## config.mk

```make
export PLATFORM = sky130hd
export DESIGN_NAME = lfa_regs
export DESIGN_NICKNAME = d
export VERILOG_FILES = /design/src/lfa_pkg.sv /design/src/lfa_regs.sv
export VERILOG_INCLUDE_DIRS = /design/src
export SDC_FILE = /design/constraint.sdc
export NUM_CORES = 1
export LEC_CHECK = 0
export ABC_AREA = 1
export BUFFER_PORTS_ARGS = -buffer_cell sky130_fd_sc_hd__clkbuf_2
export CORE_UTILIZATION = 40
export DETAILED_ROUTE_END_ITERATION = 12
export GPL_ROUTABILITY_DRIVEN = 0
export HOLD_SLACK_MARGIN = 0.08
export PLACE_DENSITY = 0.59
export SYNTH_ARGS = -nofsm -noshare
export SYNTH_HDL_FRONTEND = slang
export SYNTH_SLANG_ARGS = --single-unit
```

## constraint.sdc

```tcl
create_clock -name ref_clk -period 2.3 [get_ports ref_clk]
set_clock_uncertainty 0.1 [all_clocks]
set_input_delay 0 -clock ref_clk [delete_from_list [all_inputs] [get_ports ref_clk]]
set_output_delay 0 -clock ref_clk [all_outputs]
set_load 0.005 [all_outputs]
```

## src/lfa_map.svh

```systemverilog
// register map, field positions and reset values of the front-end register bank
`ifndef LFA_MAP_SVH
`define LFA_MAP_SVH

// register addresses on the 4-bit command address
`define LFA_ADDR_CFG0 4'h0
`define LFA_ADDR_CFG5 4'h5
`define LFA_ADDR_COL_PARITY 4'h6
`define LFA_ADDR_STATUS 4'h7
`define LFA_NUM_CFG 7

// configuration register 0 fields
`define LFA_ALERT_SRC_BIT 4
`define LFA_DIS_HI 3
`define LFA_DIS_LO 1

// configuration register 5 fields
`define LFA_AUTO_SEL_BIT 8
`define LFA_AGC_GATE_BIT 7
`define LFA_DEPTH_HI 6
`define LFA_DEPTH_LO 5
`define LFA_ZSEN_HI 4
`define LFA_ZSEN_LO 1

// column parity register: top bit covers the row parity bits
`define LFA_COL_PARITY_TOP 8

// status register fields
`define LFA_ST_ACT_HI 8
`define LFA_ST_ACT_LO 6
`define LFA_ST_AGC 5
`define LFA_ST_WAKE_HI 4
`define LFA_ST_WAKE_LO 2
`define LFA_ST_ALARM 1
`define LFA_ST_PERR 0

// reset values and write masks
`define LFA_CFG_RESET 9'h000
`define LFA_STATUS_RESET 9'h001
`define LFA_CHAN_RESET 3'h7
`define LFA_CFG3_MASK 9'h07f
`define LFA_FULL_MASK 9'h1ff
`define LFA_ADDR_CFG3 4'h3

// modulation depth in percent, per two-bit code
`define LFA_DEPTH_00 7'h32
`define LFA_DEPTH_01 7'h4b
`define LFA_DEPTH_10 7'h19
`define LFA_DEPTH_11 7'h0c

`endif

```

## src/lfa_pkg.sv

```systemverilog
// types shared by the front-end register bank
package lfa_pkg;
    typedef logic [8:0] lfa_word_t;
    typedef logic [2:0] lfa_chan_t;
endpackage : lfa_pkg

```

## src/lfa_regs.sv

```systemverilog
// configuration and status register bank of the low-frequency front end
//
// Notes on behaviour
// RQ1: auto select on: at stabilization end enable only channels with demodulator high.
// RQ2: auto select off: channels follow the enable bits of configuration register 0.
// RQ3: gated output on: no output until gain loop regulates; then flag gain active.
// RQ4: gated output off: pass demodulated signal at any detectable level.
// RQ5: depth code 00=50%, 01=75%, 10=25%, 11=12%.
// RQ6: z sensitivity reduction 0 dB at 0000 to 30 dB at 1111, monotonic.
// RQ7: host writes bit 0 so each 9-bit register has odd ones.
// RQ8: host sets column bit n odd with bit n+1 of registers 0 to 5; the check and host model pair column bit n with bit n.
// RQ9: host sets top column bit odd with all row parity bits.
// RQ10: after power-on reset status reads zero except parity error flag at one.
// RQ11: channel active flags follow passing data, low in standby, soft reset clears.
// RQ12: gain active flag tracks input level live, soft reset clears it.
// RQ13: wake flag set when channel caused wake-up, soft reset clears it.
// RQ14: alarm flag set on timer expiry, cleared only by status read command.
// RQ15: parity error flag is live and pulls the alert output low.
// RQ16: soft reset clears status bits 8 to 2; sleep changes no status bit.
// RQ17: alert source bit selects parity only or parity plus alarm.
// RQ18: configuration registers read and write, status register read only.
// RQ19: channel enable bit written 0 enables, 1 disables.
// RQ20: row and column parity checked continuously, any failure flags error.
// RQ21: alert released once no enabled alert source remains active.
`timescale 1ns/1ns
`include "lfa_map.svh"

module lfa_regs
    import lfa_pkg::*;
(
    // clock and reset
    input wire logic ref_clk,
    input wire logic rst,
    // register command port from the command decoder
    input wire logic reg_wr_en,
    input wire logic reg_rd_en,
    input wire logic [3:0] reg_addr,
    input wire lfa_word_t reg_wr_data,
    output lfa_word_t reg_rd_data,
    // command events
    input wire logic soft_reset,
    // analog front-end status, index 2=z 1=y 0=x
    input wire lfa_chan_t demod_high,
    input wire logic stab_done,
    input wire logic agc_regulating,
    input wire lfa_chan_t chan_passing,
    input wire logic standby,
    input wire lfa_chan_t wake_event,
    input wire logic alarm_expired,
    // demodulated data path
    input wire logic lf_data_in,
    output logic lf_data_out,
    // control outputs to the analog blocks
    output lfa_chan_t chan_enable,
    output logic [6:0] min_depth_pct,
    output logic [4:0] z_atten_db,
    output lfa_word_t status,
    output logic alert_n
);

    // register state
    lfa_word_t cfg_reg [`LFA_NUM_CFG];
    lfa_word_t cfg_next [`LFA_NUM_CFG];
    lfa_word_t status_reg;
    lfa_word_t status_next;
    lfa_word_t rd_data_reg;
    lfa_word_t rd_data_next;
    lfa_chan_t auto_mask_reg;
    lfa_chan_t auto_mask_next;
    lfa_chan_t chan_enable_reg;
    lfa_chan_t chan_enable_next;
    logic data_out_reg;
    logic data_out_next;
    logic alert_n_reg;
    logic alert_n_next;
    logic [6:0] depth_reg;
    logic [6:0] depth_next;
    logic [4:0] atten_reg;
    logic [4:0] atten_next;

    // parity check results
    logic parity_err;
    logic col_acc;
    lfa_word_t cfg5;
    lfa_word_t cfg0;

    assign cfg5 = cfg_reg[5];
    assign cfg0 = cfg_reg[0];

    // continuous row and column parity check over registers 0 to 6
    // one bad row or column is enough; the flag clears only once every check agrees
    always_comb begin
        parity_err = 1'b0;
        col_acc = 1'b0;
        // every register row must hold an odd count of ones
        for (int r = 0; r < `LFA_NUM_CFG; r++) begin
            if (^cfg_reg[r] == 1'b0) begin
                parity_err = 1'b1; // RQ20
            end
        end
        // column bits 1..7 pair with the same bit of registers 0 to 5
        for (int b = 1; b < `LFA_COL_PARITY_TOP; b++) begin
            col_acc = cfg_reg[6][b];
            for (int r = 0; r < `LFA_NUM_CFG - 1; r++) begin
                col_acc = col_acc ^ cfg_reg[r][b];
            end
            if (col_acc == 1'b0) begin
                parity_err = 1'b1; // RQ20
            end
        end
        // top column bit pairs with the row parity bits
        col_acc = cfg_reg[6][`LFA_COL_PARITY_TOP];
        for (int r = 0; r < `LFA_NUM_CFG - 1; r++) begin
            col_acc = col_acc ^ cfg_reg[r][0];
        end
        if (col_acc == 1'b0) begin
            parity_err = 1'b1; // RQ20
        end
    end

    // host writes to configuration registers; status and higher addresses ignored
    // a write aimed at status falls through here, so status stays read only
    always_comb begin
        for (int r = 0; r < `LFA_NUM_CFG; r++) begin
            cfg_next[r] = cfg_reg[r];
        end
        if (reg_wr_en && reg_addr < `LFA_ADDR_STATUS) begin
            // bits 8-7 of register 3 are unimplemented and stay zero
            if (reg_addr == `LFA_ADDR_CFG3) begin
                cfg_next[reg_addr[2:0]] = reg_wr_data & `LFA_CFG3_MASK; // RQ18
            end else begin
                cfg_next[reg_addr[2:0]] = reg_wr_data & `LFA_FULL_MASK; // RQ18
            end
        end
    end

    // read data registered one cycle after the read strobe
    always_comb begin
        rd_data_next = rd_data_reg;
        if (reg_rd_en) begin
            if (reg_addr < `LFA_ADDR_STATUS) begin
                rd_data_next = cfg_reg[reg_addr[2:0]]; // RQ18
            end else if (reg_addr == `LFA_ADDR_STATUS) begin
                rd_data_next = status_reg;
            end else begin
                rd_data_next = `LFA_CFG_RESET;
            end
        end
    end

    // status bits; sticky sets win over a clear in the same cycle
    always_comb begin
        status_next = status_reg;
        // live channel activity, forced low in standby and by soft reset
        status_next[`LFA_ST_ACT_HI:`LFA_ST_ACT_LO] =
            (soft_reset || standby) ? 3'h0 : chan_passing; // RQ11
        // live gain loop state
        status_next[`LFA_ST_AGC] = soft_reset ? 1'b0 : agc_regulating; // RQ12
        // wake flags: soft reset clears, a new wake event still lands
        if (soft_reset) begin
            status_next[`LFA_ST_WAKE_HI:`LFA_ST_WAKE_LO] = 3'h0; // RQ16
        end
        status_next[`LFA_ST_WAKE_HI:`LFA_ST_WAKE_LO] =
            status_next[`LFA_ST_WAKE_HI:`LFA_ST_WAKE_LO] | wake_event; // RQ13
        // alarm: status read clears, soft reset leaves it alone
        if (reg_rd_en && reg_addr == `LFA_ADDR_STATUS) begin
            status_next[`LFA_ST_ALARM] = 1'b0; // RQ14
        end
        if (alarm_expired) begin
            status_next[`LFA_ST_ALARM] = 1'b1; // RQ14
        end
        // parity error is live and untouched by soft reset
        status_next[`LFA_ST_PERR] = parity_err; // RQ15
    end

    // channel selection
    // the latched mask survives mode changes until the next stabilization end
    always_comb begin
        auto_mask_next = auto_mask_reg;
        // demodulator levels sampled at the end of the stabilization time
        if (stab_done) begin
            auto_mask_next = demod_high; // RQ1
        end
        if (cfg5[`LFA_AUTO_SEL_BIT]) begin
            chan_enable_next = auto_mask_next; // RQ1
        end else begin
            // a disable bit at 1 blocks its channel
            chan_enable_next = ~cfg0[`LFA_DIS_HI:`LFA_DIS_LO]; // RQ2 RQ19
        end
    end

    // demodulated output gate; gated mode waits for the gain loop
    // the gate follows the live loop state, so a weak input mutes the output again
    always_comb begin
        if (cfg5[`LFA_AGC_GATE_BIT]) begin
            data_out_next = lf_data_in & agc_regulating; // RQ3
        end else begin
            data_out_next = lf_data_in; // RQ4
        end
    end

    // alert output, low while any selected source is active
    // built from the next flags so alert moves in the same cycle as status
    always_comb begin
        alert_n_next = ~(status_next[`LFA_ST_PERR] |
            (cfg0[`LFA_ALERT_SRC_BIT] & status_next[`LFA_ST_ALARM])); // RQ15 RQ17 RQ21
    end

    // decode of depth and z sensitivity for the analog blocks
    // every depth code is legal, so the case needs no default
    always_comb begin
        unique case (cfg5[`LFA_DEPTH_HI:`LFA_DEPTH_LO])
            2'b00: depth_next = `LFA_DEPTH_00; // RQ5
            2'b01: depth_next = `LFA_DEPTH_01; // RQ5
            2'b10: depth_next = `LFA_DEPTH_10; // RQ5
            2'b11: depth_next = `LFA_DEPTH_11; // RQ5
        endcase
        // 2 dB per step keeps the reduction monotonic in the code
        atten_next = {cfg5[`LFA_ZSEN_HI:`LFA_ZSEN_LO], 1'b0}; // RQ6
    end

    // configuration storage; power-on values give a parity error at start
    always_ff @(posedge ref_clk) begin
        if (rst) begin
            for (int r = 0; r < `LFA_NUM_CFG; r++) begin
                cfg_reg[r] <= `LFA_CFG_RESET;
            end
        end else begin
            for (int r = 0; r < `LFA_NUM_CFG; r++) begin
                cfg_reg[r] <= cfg_next[r];
            end
        end
    end

    // read data holds until the next read strobe
    always_ff @(posedge ref_clk) begin
        if (rst) begin
            rd_data_reg <= `LFA_CFG_RESET;
        end else begin
            rd_data_reg <= rd_data_next;
        end
    end

    // status register
    always_ff @(posedge ref_clk) begin
        if (rst) begin
            status_reg <= `LFA_STATUS_RESET; // RQ10
        end else begin
            status_reg <= status_next;
        end
    end

    // channel selection; every channel stays enabled until a selection lands
    always_ff @(posedge ref_clk) begin
        if (rst) begin
            auto_mask_reg <= `LFA_CHAN_RESET;
            chan_enable_reg <= `LFA_CHAN_RESET;
        end else begin
            auto_mask_reg <= auto_mask_next;
            chan_enable_reg <= chan_enable_next;
        end
    end

    // gated data output
    always_ff @(posedge ref_clk) begin
        if (rst) begin
            data_out_reg <= 1'b0;
        end else begin
            data_out_reg <= data_out_next;
        end
    end

    // alert starts low because the all-zero configuration fails parity
    always_ff @(posedge ref_clk) begin
        if (rst) begin
            alert_n_reg <= 1'b0; // RQ10
        end else begin
            alert_n_reg <= alert_n_next;
        end
    end

    // decoded controls for the analog blocks
    always_ff @(posedge ref_clk) begin
        if (rst) begin
            depth_reg <= `LFA_DEPTH_00;
            atten_reg <= 5'h00;
        end else begin
            depth_reg <= depth_next;
            atten_reg <= atten_next;
        end
    end

    // outputs straight from flip-flops
    assign reg_rd_data = rd_data_reg;
    assign lf_data_out = data_out_reg;
    assign chan_enable = chan_enable_reg;
    assign min_depth_pct = depth_reg;
    assign z_atten_db = atten_reg;
    assign status = status_reg;
    assign alert_n = alert_n_reg;

endmodule : lfa_regs

```

==> results of run 1 <==
-- routing by layer --
metal  GRT usage, %  share of wire [%]
met1           35.1                 44
met3           4.99                7.5
met2           41.7                 44
met4           15.0                4.6
met5              0                  0
-- final cells by class --
type | instances | share of cell area, %
Tap cell | 176 | 3.28
Clock buffer | 12 | 3.97
Clock inverter | 3 | 0.317
Multi-Input combinational cell | 618 | 44.4
Inverter | 117 | 6.60
Timing Repair Buffer | 113 | 11.5
Sequential cell | 100 | 29.9
-- placed cells by master, fill, tap and decap left out, types with 6 or more instances in the layout --
master / synthesis / final
dlygate4sd3_1: 0 / 35
inv_1: 100 / 100
nand2_1: 302 / 302
a31oi_1: 7 / 7
nand3_1: 50 / 50
inv_2: 14 / 14
xnor2_1: 12 / 12
o22ai_1: 16 / 16
clkbuf_16: 0 / 9
o21ai_1: 21 / 21
o31ai_1: 9 / 9
buf_4: 2 / 13
dfxtp_1: 100 / 100
nor2_1: 35 / 35
nor2_4: 6 / 6
a21oi_1: 64 / 64
o21ai_0: 45 / 45
clkbuf_2: 0 / 65
xor2_1: 9 / 9
-- cells by family after synthesis --
kind of cell               after synthesis
adders and majority gates                4
buffers and inverters                  137
AOI/OAI and AO/OA                      172
and+or+nand+nor                        417
muxes                                    3
xor gates and xnor gates                21
other                                    1
DFF                                    100
-- through the flow --
| step | hold slack [ps] | instances | setup WS, ps | util (%) |
|---|---|---|---|---|
| floorplan | -23.9 | 855 | 776 | - |
| global placement | 96.6 | 1089 | 529 | 45.3 |
| detailed placement | 86.0 | 1089 | 518 | 45.3 |
| CTS | 112 | 1139 | 399 | 50.0 |
| global route | 141 | 1139 | 260 | 50.0 |
| finish | 109 | 1139 | 355 | 50.0 |
-- power breakdown --
part | internal [W] | switching (W) | leakage [nW] | total [W]
clock | 0.000818 | 0.000695 | 0.141 | 0.00151
sequential | 0.00177 | 0.0000402 | 0.811 | 0.00181
combinational | 0.000200 | 0.000325 | 2.18 | 0.000525
-- worst max-delay path, stage by stage --
cell           delay [ps]
dlygate4sd3_1         540
clkbuf_2              270
buf_4                 260
nor2_1                250
nand2_1               150
nor2_1                110
dlygate4sd3_1         560
-- final timing paths --
path | cells after the start | slack [ps] | to | start
max | 7 | 350 | status[7]$_SDFF_PP0_ | rst
min | 4 | 110 | cfg_reg[5][8]$_SDFFE_PP0P_ | reg_addr[0]
max reg2reg | 14 | 470 | status[0]$_SDFF_PP1_ | cfg_reg[5][6]$_SDFFE_PP0P_
min reg2reg | 2 | 390 | reg_rd_data[7]$_SDFFE_PP0P_ | reg_rd_data[7]$_SDFFE_PP0P_
==> impl_metrics.toml, run 1 <==
[status]
status = "finished, final reports clean"

[worst_setup_path]
arrival_ps = 2150
cp_data_required_time_ps = 2500
start_kind = "input pin"
crit_type = "in -> reg"
crit_fanout = 13
critPathCaptureType = "flop"

[place]
portBuffers = 65
dpl_cell_area_um2 = 6070
hpwl_um = 13800

[timing]
period_minus_slack_ps = 1950
drv_slew = 0
fmax_mhz = 514
finalHoldViolCount = 0
worstMarginPinSlew_ps = 567
min_period_over_period_pct = 84.6
maxSlewHeadroom_pct = 61.9
rsz0062_at_grt = "no"
setup_viol = 0
fin_tns_setup_ps = 0

[detailed_routing]
drt-total-wl_um = 18600
drtAntennaViolNets = 0
firstDrtPassIters = 5
post-route-drc-count = 0
vias = 5843
drt_iter0_markers = 491
viasPerCell = 5.13
wl_per_cell_um = 16.4

[finish]
largest_reg_flops = 63
seqCellArea_um2 = 2000
nNetsFinal = 995
multi_input_area_um2 = 2980
synthToLayoutAreaGrowth_pct = 20.6
diodes = 0
post-route-cell-area_um2 = 6710
fill_cells = 1372
drive_gt1_share_pct = 12.9

[synth]
synth-seq-area-share_pct = 36.0
synthesis.area_um2 = 5560
synthAdderAreaFrac_pct = 0.900
synth_compound_area_share_pct = 17.0
yosysMostFrequentCell = "nand2_1"
synth_nets = 891
avgSynthCellArea_um2 = 6.50
synth_seq_cells = 100
synth_cells = 855
yosys.area_share.simple_pct = 31.8
yosys_warnings = 0
ys.flop_type = "dfxtp_1"
ys_top_cells_by_count = "302 x nand2_1, 100 x dfxtp_1, 100 x inv_1"
synthMuxAreaShare_pct = 0.540
synth_top_cell_by_area = "dfxtp_1"
yosysTopAreaCellShare_pct = 36.0
synth_area_leaders = "dfxtp_1 36%, nand2_1 20%, inv_1 6.7%"
synth.distinct_cells = 40
synth_edf_count = 0
synth-xor-area-share_pct = 3.31
async_reset_ff_share_pct = 0
synth_top_family_by_area = "simple AND/OR/NAND/NOR gates"

[clock_tree]
cts_htree_levels = 3
cts_tree = "done"
cts-root-buf = "clkbuf_16"
cts_made_buffers = 9
hold_buffers = 35
cts.path.max_buffers = 2
clk_pin_slew_ps = 70
ctsResizeCount = 0
post_cts_buffers = 0
clk_latency_ps = 360
cts_sinks = 100

[floorplan]
rows = 42
die_h_um = 120
dieArea_um2 = 14400
die_x_um = 120
core_area_um2 = 13400
start_util_pct = 41.5
ios = 67

[grt]
grt_max_degree = 37
grt_pass1_vias = 5364
grt_usage_pct = 26.9
overflow = 0
antenna_found_initial = 0
grt_pass1_wl_um = 28900

[min_path]
hp-class = "in -> reg"

[flow_run]
maxCapViolations = 0

[pwr]
power.leakage_nw = 3.13
total_power_w = 0.00385
cellPowerDensity_nw_per_um2 = 574
ir_drop_v = 0.000341
No activity file was read; power rests on OpenSTA's default activity.
==> inputs of run 2 (changes only) <==
Settings changed: PLACE_DENSITY 0.59 to 0.62.
Clock period 2.3 ns to 1.7 ns, I/O delays scaled along.
==> impl_metrics.toml, run 2 (synthesized netlist as in run 1, its figures left out) <==
[detailed_routing]
vias = 6012
viasPerCell = 5.08
wl_per_cell_um = 15.6
post-route-drc-count = 0
drtAntennaViolNets = 0
firstDrtPassIters = 8
drt_iter0_markers = 349
drt-total-wl_um = 18400

[clock_tree]
cts_made_buffers = 9
cts_htree_levels = 3
clk_pin_slew_ps = 70
cts_tree = "done"
cts-root-buf = "clkbuf_16"
cts_sinks = 100
clk_latency_ps = 360
cts.path.max_buffers = 2

[worst_setup_path]
start_kind = "flop"
cp_slowest_cell = "dfxtp_1"
startpoint = "cfg_reg[2][7]$_SDFFE_PP0P_"
timing.rr.start = "cfg_reg[2][7]$_SDFFE_PP0P_"
critPathCaptureType = "flop"
cp_data_required_time_ps = 1850
arrival_ps = 1840
reg2reg_slack_ps = 10
r2r_cells = 9
crit_type = "reg -> reg"
timing.rr.end = "status[0]$_SDFF_PP1_"
crit_fanout = 3
crit_chain = "xor2_1 > nand3_1 > nand2_1 > nand2_1 > nand2_1 > nand3_1 > nor2_1 > nand2_1 > or2_1"
slowest_delay_ps = 390
worst_path_most_repeated_cell = "nand2_1"
endpoint = "status[0]$_SDFF_PP1_"

[floorplan]
dieArea_um2 = 14400
start_util_pct = 41.5
ios = 67
rows = 42
core_area_um2 = 13400
die_x_um = 120
die_h_um = 120

[pwr]
ir_drop_v = 0.000503
cellPowerDensity_nw_per_um2 = 734
power.leakage_nw = 3.35

[grt]
antenna_found_initial = 0
grt_usage_pct = 26.4
met3_usage_pct = 4.75
grt_pass1_wl_um = 28600
grt_busiest_layer = "met2"
overflow = 0
grt_pass1_vias = 5479
use_met1_pct = 33.4
grt_use_met2_pct = 43.4
grt_max_degree = 38

[finish]
stdcell_count = 1184
seqCellArea_um2 = 2050
synthToLayoutAreaGrowth_pct = 28.8
multi_input_area_um2 = 3040
nNetsFinal = 1041
layout_common_cells = "289 x nand2_1, 86 x inv_1, 66 x dfxtp_1, 65 x clkbuf_2, 64 x a21oi_1"
diodes = 0
largest_reg_flops = 63
final_common_cell = "nand2_1"
fill_cells = 1315
drive_gt1_share_pct = 23.2

[place]
hpwl_um = 13900
placed_cells = 1132
portBuffers = 65

[timing]
setup_viol = 0
period_minus_slack_ps = 1690
maxSlewHeadroom_pct = 49.4
fmax_mhz = 592
fin_tns_setup_ps = 0
rsz0062_at_grt = "yes"
finalHoldViolCount = 0
worstMarginPinSlew_ps = 754
drv_slew = 0
min_period_over_period_pct = 99.4

[flow_run]
maxCapViolations = 0

[min_path]
hp-class = "in -> reg"

[status]
status = "finished, final reports clean"
==> run 2: cell type report <==
type	instances	area share, %
well taps	176	3.07
repair buffers	159	15.8
multi-input cells	618	42.4
clock inverters	4	0.733
inverters	117	6.18
clock buffers	10	3.20
flip-flops and latches	100	28.6
==> run 2: worst min-delay path by stage <==
stage	startpoint	endpoint	slack, ps	cells after the start
floorplan	soft_reset	status[5]$_SDFF_PP0_	-20	1
global placement	soft_reset	status[5]$_SDFF_PP0_	90	2
detailed placement	soft_reset	status[5]$_SDFF_PP0_	90	2
CTS	reg_rd_en	reg_rd_data[6]$_SDFFE_PP0P_	60	5
global route	reg_rd_en	reg_rd_data[7]$_SDFFE_PP0P_	100	5
finish	reg_rd_en	reg_rd_data[6]$_SDFFE_PP0P_	70	5
==> run 2: critical path, delay by kind of cell (launching register included) <==
family	cells	cell delay, ps
AND/OR/NAND/NOR	8	860
flip-flops	1	390
XOR/XNOR	1	240
==> run 2: layer usage <==
metal	part of all wire (%)	wire, µm	vias up
met5	0	0	-
met4	3.6	665	0
met3	5.9	1090	43
met2	45	8350	221
met1	45	8340	2705
li1	-	-	3043
==> run 2: per-stage QoR <==
stage / hold WS [ps] / setup WS, ps / utilization (%) / total power, W / area [µm²]
floorplan: -23.9 / 176 / - / 0.00290 / 5560
global placement: 91.0 / -18.7 / 47.8 / 0.00317 / 6400
detailed placement: 88.8 / -18.4 / 47.8 / 0.00318 / 6400
CTS: 56.7 / 1.30 / 52.6 / 0.00525 / 7050
global route: 96.6 / -99.2 / 53.5 / 0.00545 / 7170
finish: 67.3 / 10.1 / 53.5 / 0.00526 / 7170
==> run 2: where the power goes <==
| group | internal (W) | switching [W] |
|---|---|---|
| Combinational | 0.000310 | 0.000459 |
| Sequential | 0.00240 | 0.0000522 |
| Clock | 0.00113 | 0.000910 |
==> run 2: what timing repair did <==
action | CTS | global route
hold buffers | 36 | 0
setup endpoints to repair | 1 | 7
resized for setup | 2 | 67
endpoints found under the hold margin | 89 | 0
pin swaps | 0 | 5
setup buffers | 0 | 2
==> inputs of run 3 (changes only) <==
Settings changed: ABC_AREA 1 to 0.
==> impl_metrics.toml, run 3 <==
[status]
status = "finished with violations"
violations = "setup timing"

[finish]
final_common_cell = "buf_4"
final_util_pct = 57.1
nNetsFinal = 704
synthToLayoutAreaGrowth_pct = 36.8
fill_cells = 1040
largest_reg_flops = 63
post-route-cell-area_um2 = 7000
diodes = 0
layout_common_cells = "76 x buf_4, 73 x nor2_1, 68 x mux2i_1, 65 x clkbuf_2, 64 x dfxtp_1"
drive_gt1_share_pct = 33.4

[grt]
overflow = 0
grt_usage_pct = 22.5
grt_pass1_vias = 4159
grt_pass1_wl_um = 22200
grt_max_degree = 56
antenna_found_initial = 0

[place]
hpwl_um = 10500
portBuffers = 65
dpl_cell_area_um2 = 6200
dpl_worst_slack_ps = -313

[synth]
synth-seq-area-share_pct = 39.1
synth_edf_count = 0
synth_area_leaders = "dfxtp_1 39%, mux2i_1 14%, xnor2_1 8.6%"
synth.distinct_cells = 46
ys.flop_type = "dfxtp_1"
yosysTopAreaCellShare_pct = 39.1
synth_seq_cells = 100
synth_cells = 501
synth_top_cell_by_area = "dfxtp_1"
avgSynthCellArea_um2 = 10.2
yosys_warnings = 0
async_reset_ff_share_pct = 0
yosysMostFrequentCell = "dfxtp_1"
ys_top_cells_by_count = "100 x dfxtp_1, 73 x nor2_1, 71 x mux2i_1"
synth_nets = 537
synthesis.area_um2 = 5120

[floorplan]
ios = 67
start_util_pct = 41.7
die_x_um = 115
dieArea_um2 = 13200
core_area_um2 = 12300
rows = 40
die_h_um = 115

[pwr]
power.leakage_nw = 3.15
ir_drop_v = 0.000470
cellPowerDensity_nw_per_um2 = 732
total_power_w = 0.00512

[clock_tree]
cts_made_buffers = 9
clk_latency_ps = 350
cts_tree = "done"
cts.path.max_buffers = 2
cts-root-buf = "clkbuf_16"
cts_sinks = 100
cts_htree_levels = 3
clk_pin_slew_ps = 60

[detailed_routing]
drt-total-wl_um = 14100
wl_per_cell_um = 16.8
vias = 4245
drt_iter0_markers = 289
post-route-drc-count = 0
viasPerCell = 5.06
firstDrtPassIters = 5
drtAntennaViolNets = 0

[timing]
setup_viol = 2
finalHoldViolCount = 0
worstMarginPinSlew_ps = 579
period_minus_slack_ps = 1910
drv_slew = 0
rsz0062_at_grt = "yes"
maxSlewHeadroom_pct = 61.3
finalWorstSetupSlack_ps = -207
min_period_over_period_pct = 112
fmax_mhz = 524
fin_tns_setup_ps = -398

[worst_setup_path]
crit_chain = "xnor2_1 > xnor3_1 > nor3_2 > nand4_1 > buf_4 > a2111oi_2"
timing.rr.end = "alert_n$_SDFF_PP0_"
cp_slowest_cell = "xnor3_1"
arrival_ps = 2050
critical_path_buf_inv_count = 1
reg2reg_slack_ps = -210
critPathCaptureType = "flop"
r2r_cells = 6
crit_type = "reg -> reg"
slowest_delay_ps = 450
cp_data_required_time_ps = 1850
start_kind = "flop"
cpLargestDelayFamily = "XOR/XNOR gates"
timing.rr.start = "cfg_reg[1][0]$_SDFFE_PP0P_"
crit_fanout = 2

[min_path]
whs_path_depth = 5
hp-start = "reg_addr[3]"
hp-class = "in -> reg"
holdPathEnd = "cfg_reg[3][5]$_SDFFE_PP0P_"

[flow_run]
maxCapViolations = 0
==> run 3: how the worst max path moves through the flow <==
stage | start | slack [ps] | end | depth (start not counted)
2_1_floorplan | cfg_reg[5][5]$_SDFFE_PP0P_ | -20 | status[0]$_SDFF_PP1_ | 5
3_3_place_gp | cfg_reg[5][7]$_SDFFE_PP0P_ | -300 | alert_n$_SDFF_PP0_ | 6
3_5_place_dp | cfg_reg[5][7]$_SDFFE_PP0P_ | -310 | alert_n$_SDFF_PP0_ | 6
4_1_cts | cfg_reg[1][2]$_SDFFE_PP0P_ | -190 | alert_n$_SDFF_PP0_ | 6
5_1_grt | cfg_reg[1][6]$_SDFFE_PP0P_ | -270 | status[0]$_SDFF_PP1_ | 5
6_report | cfg_reg[1][0]$_SDFFE_PP0P_ | -210 | alert_n$_SDFF_PP0_ | 6
==> run 3: power by group <==
group / switching (W) / total (W) / internal, W
logic: 0.000278 / 0.000582 / 0.000304
clock network: 0.000859 / 0.00213 / 0.00127
registers: 0.0000312 / 0.00241 / 0.00238
total: 0.00117 / 0.00512 / 0.00395
==> run 3: cells by family after synthesis <==
family | synth area share [%]
muxes | 16.5
other | 0.0733
buffers and inverters | 3.06
xor gates and xnor gates | 19.8
DFF | 39.1
and+or+nand+nor | 14.0
adders and majority gates | 0.978
AOI/OAI and AO/OA | 6.41
==> run 3: final cells by class <==
cell class                 instances  area [µm²]  area share (%)
multi-input combinational        364        3050            43.5
sequential                       100        2050            29.4
timing repair buffer             185        1360            19.4
clock buffer                      11         233            3.32
tap                              168         210            3.00
clock inverter                     3        65.1           0.930
inverter                           8        30.0           0.429
==> run 3: per-stage QoR <==
stage	hold WS (ps)	cells
after floorplan	-23.9	501
after global placement	104	787
after detailed placement	103	787
after CTS	130	839
after global routing	162	839
final	155	839
==> run 3: timing repair <==
| action | in CTS | in global routing |
|---|---|---|
| setup endpoints to repair | 3 | 9 |
| setup buffers | 0 | 0 |
| hold buffers | 38 | 0 |
| hold endpoints to repair | 88 | 0 |
| pin swaps | 5 | 10 |
| gates resized for setup | 11 | 22 |
==> run 3: layer usage <==
layer,wire (µm),vias to the layer above,track usage [%]
li1,-,2050,-
met1,6320,2029,28.8
met2,6760,147,38.2
met3,815,19,3.58
met4,218,0,8.66
met5,0,-,0
==> run 3: worst register-to-register path, cell delays in order (launching register included) <==
cell and delay (ps):
dfxtp_1 330, xnor2_1 240, xnor3_1 450, nor3_2 210, nand4_1 120, buf_4 150
a2111oi_2 200
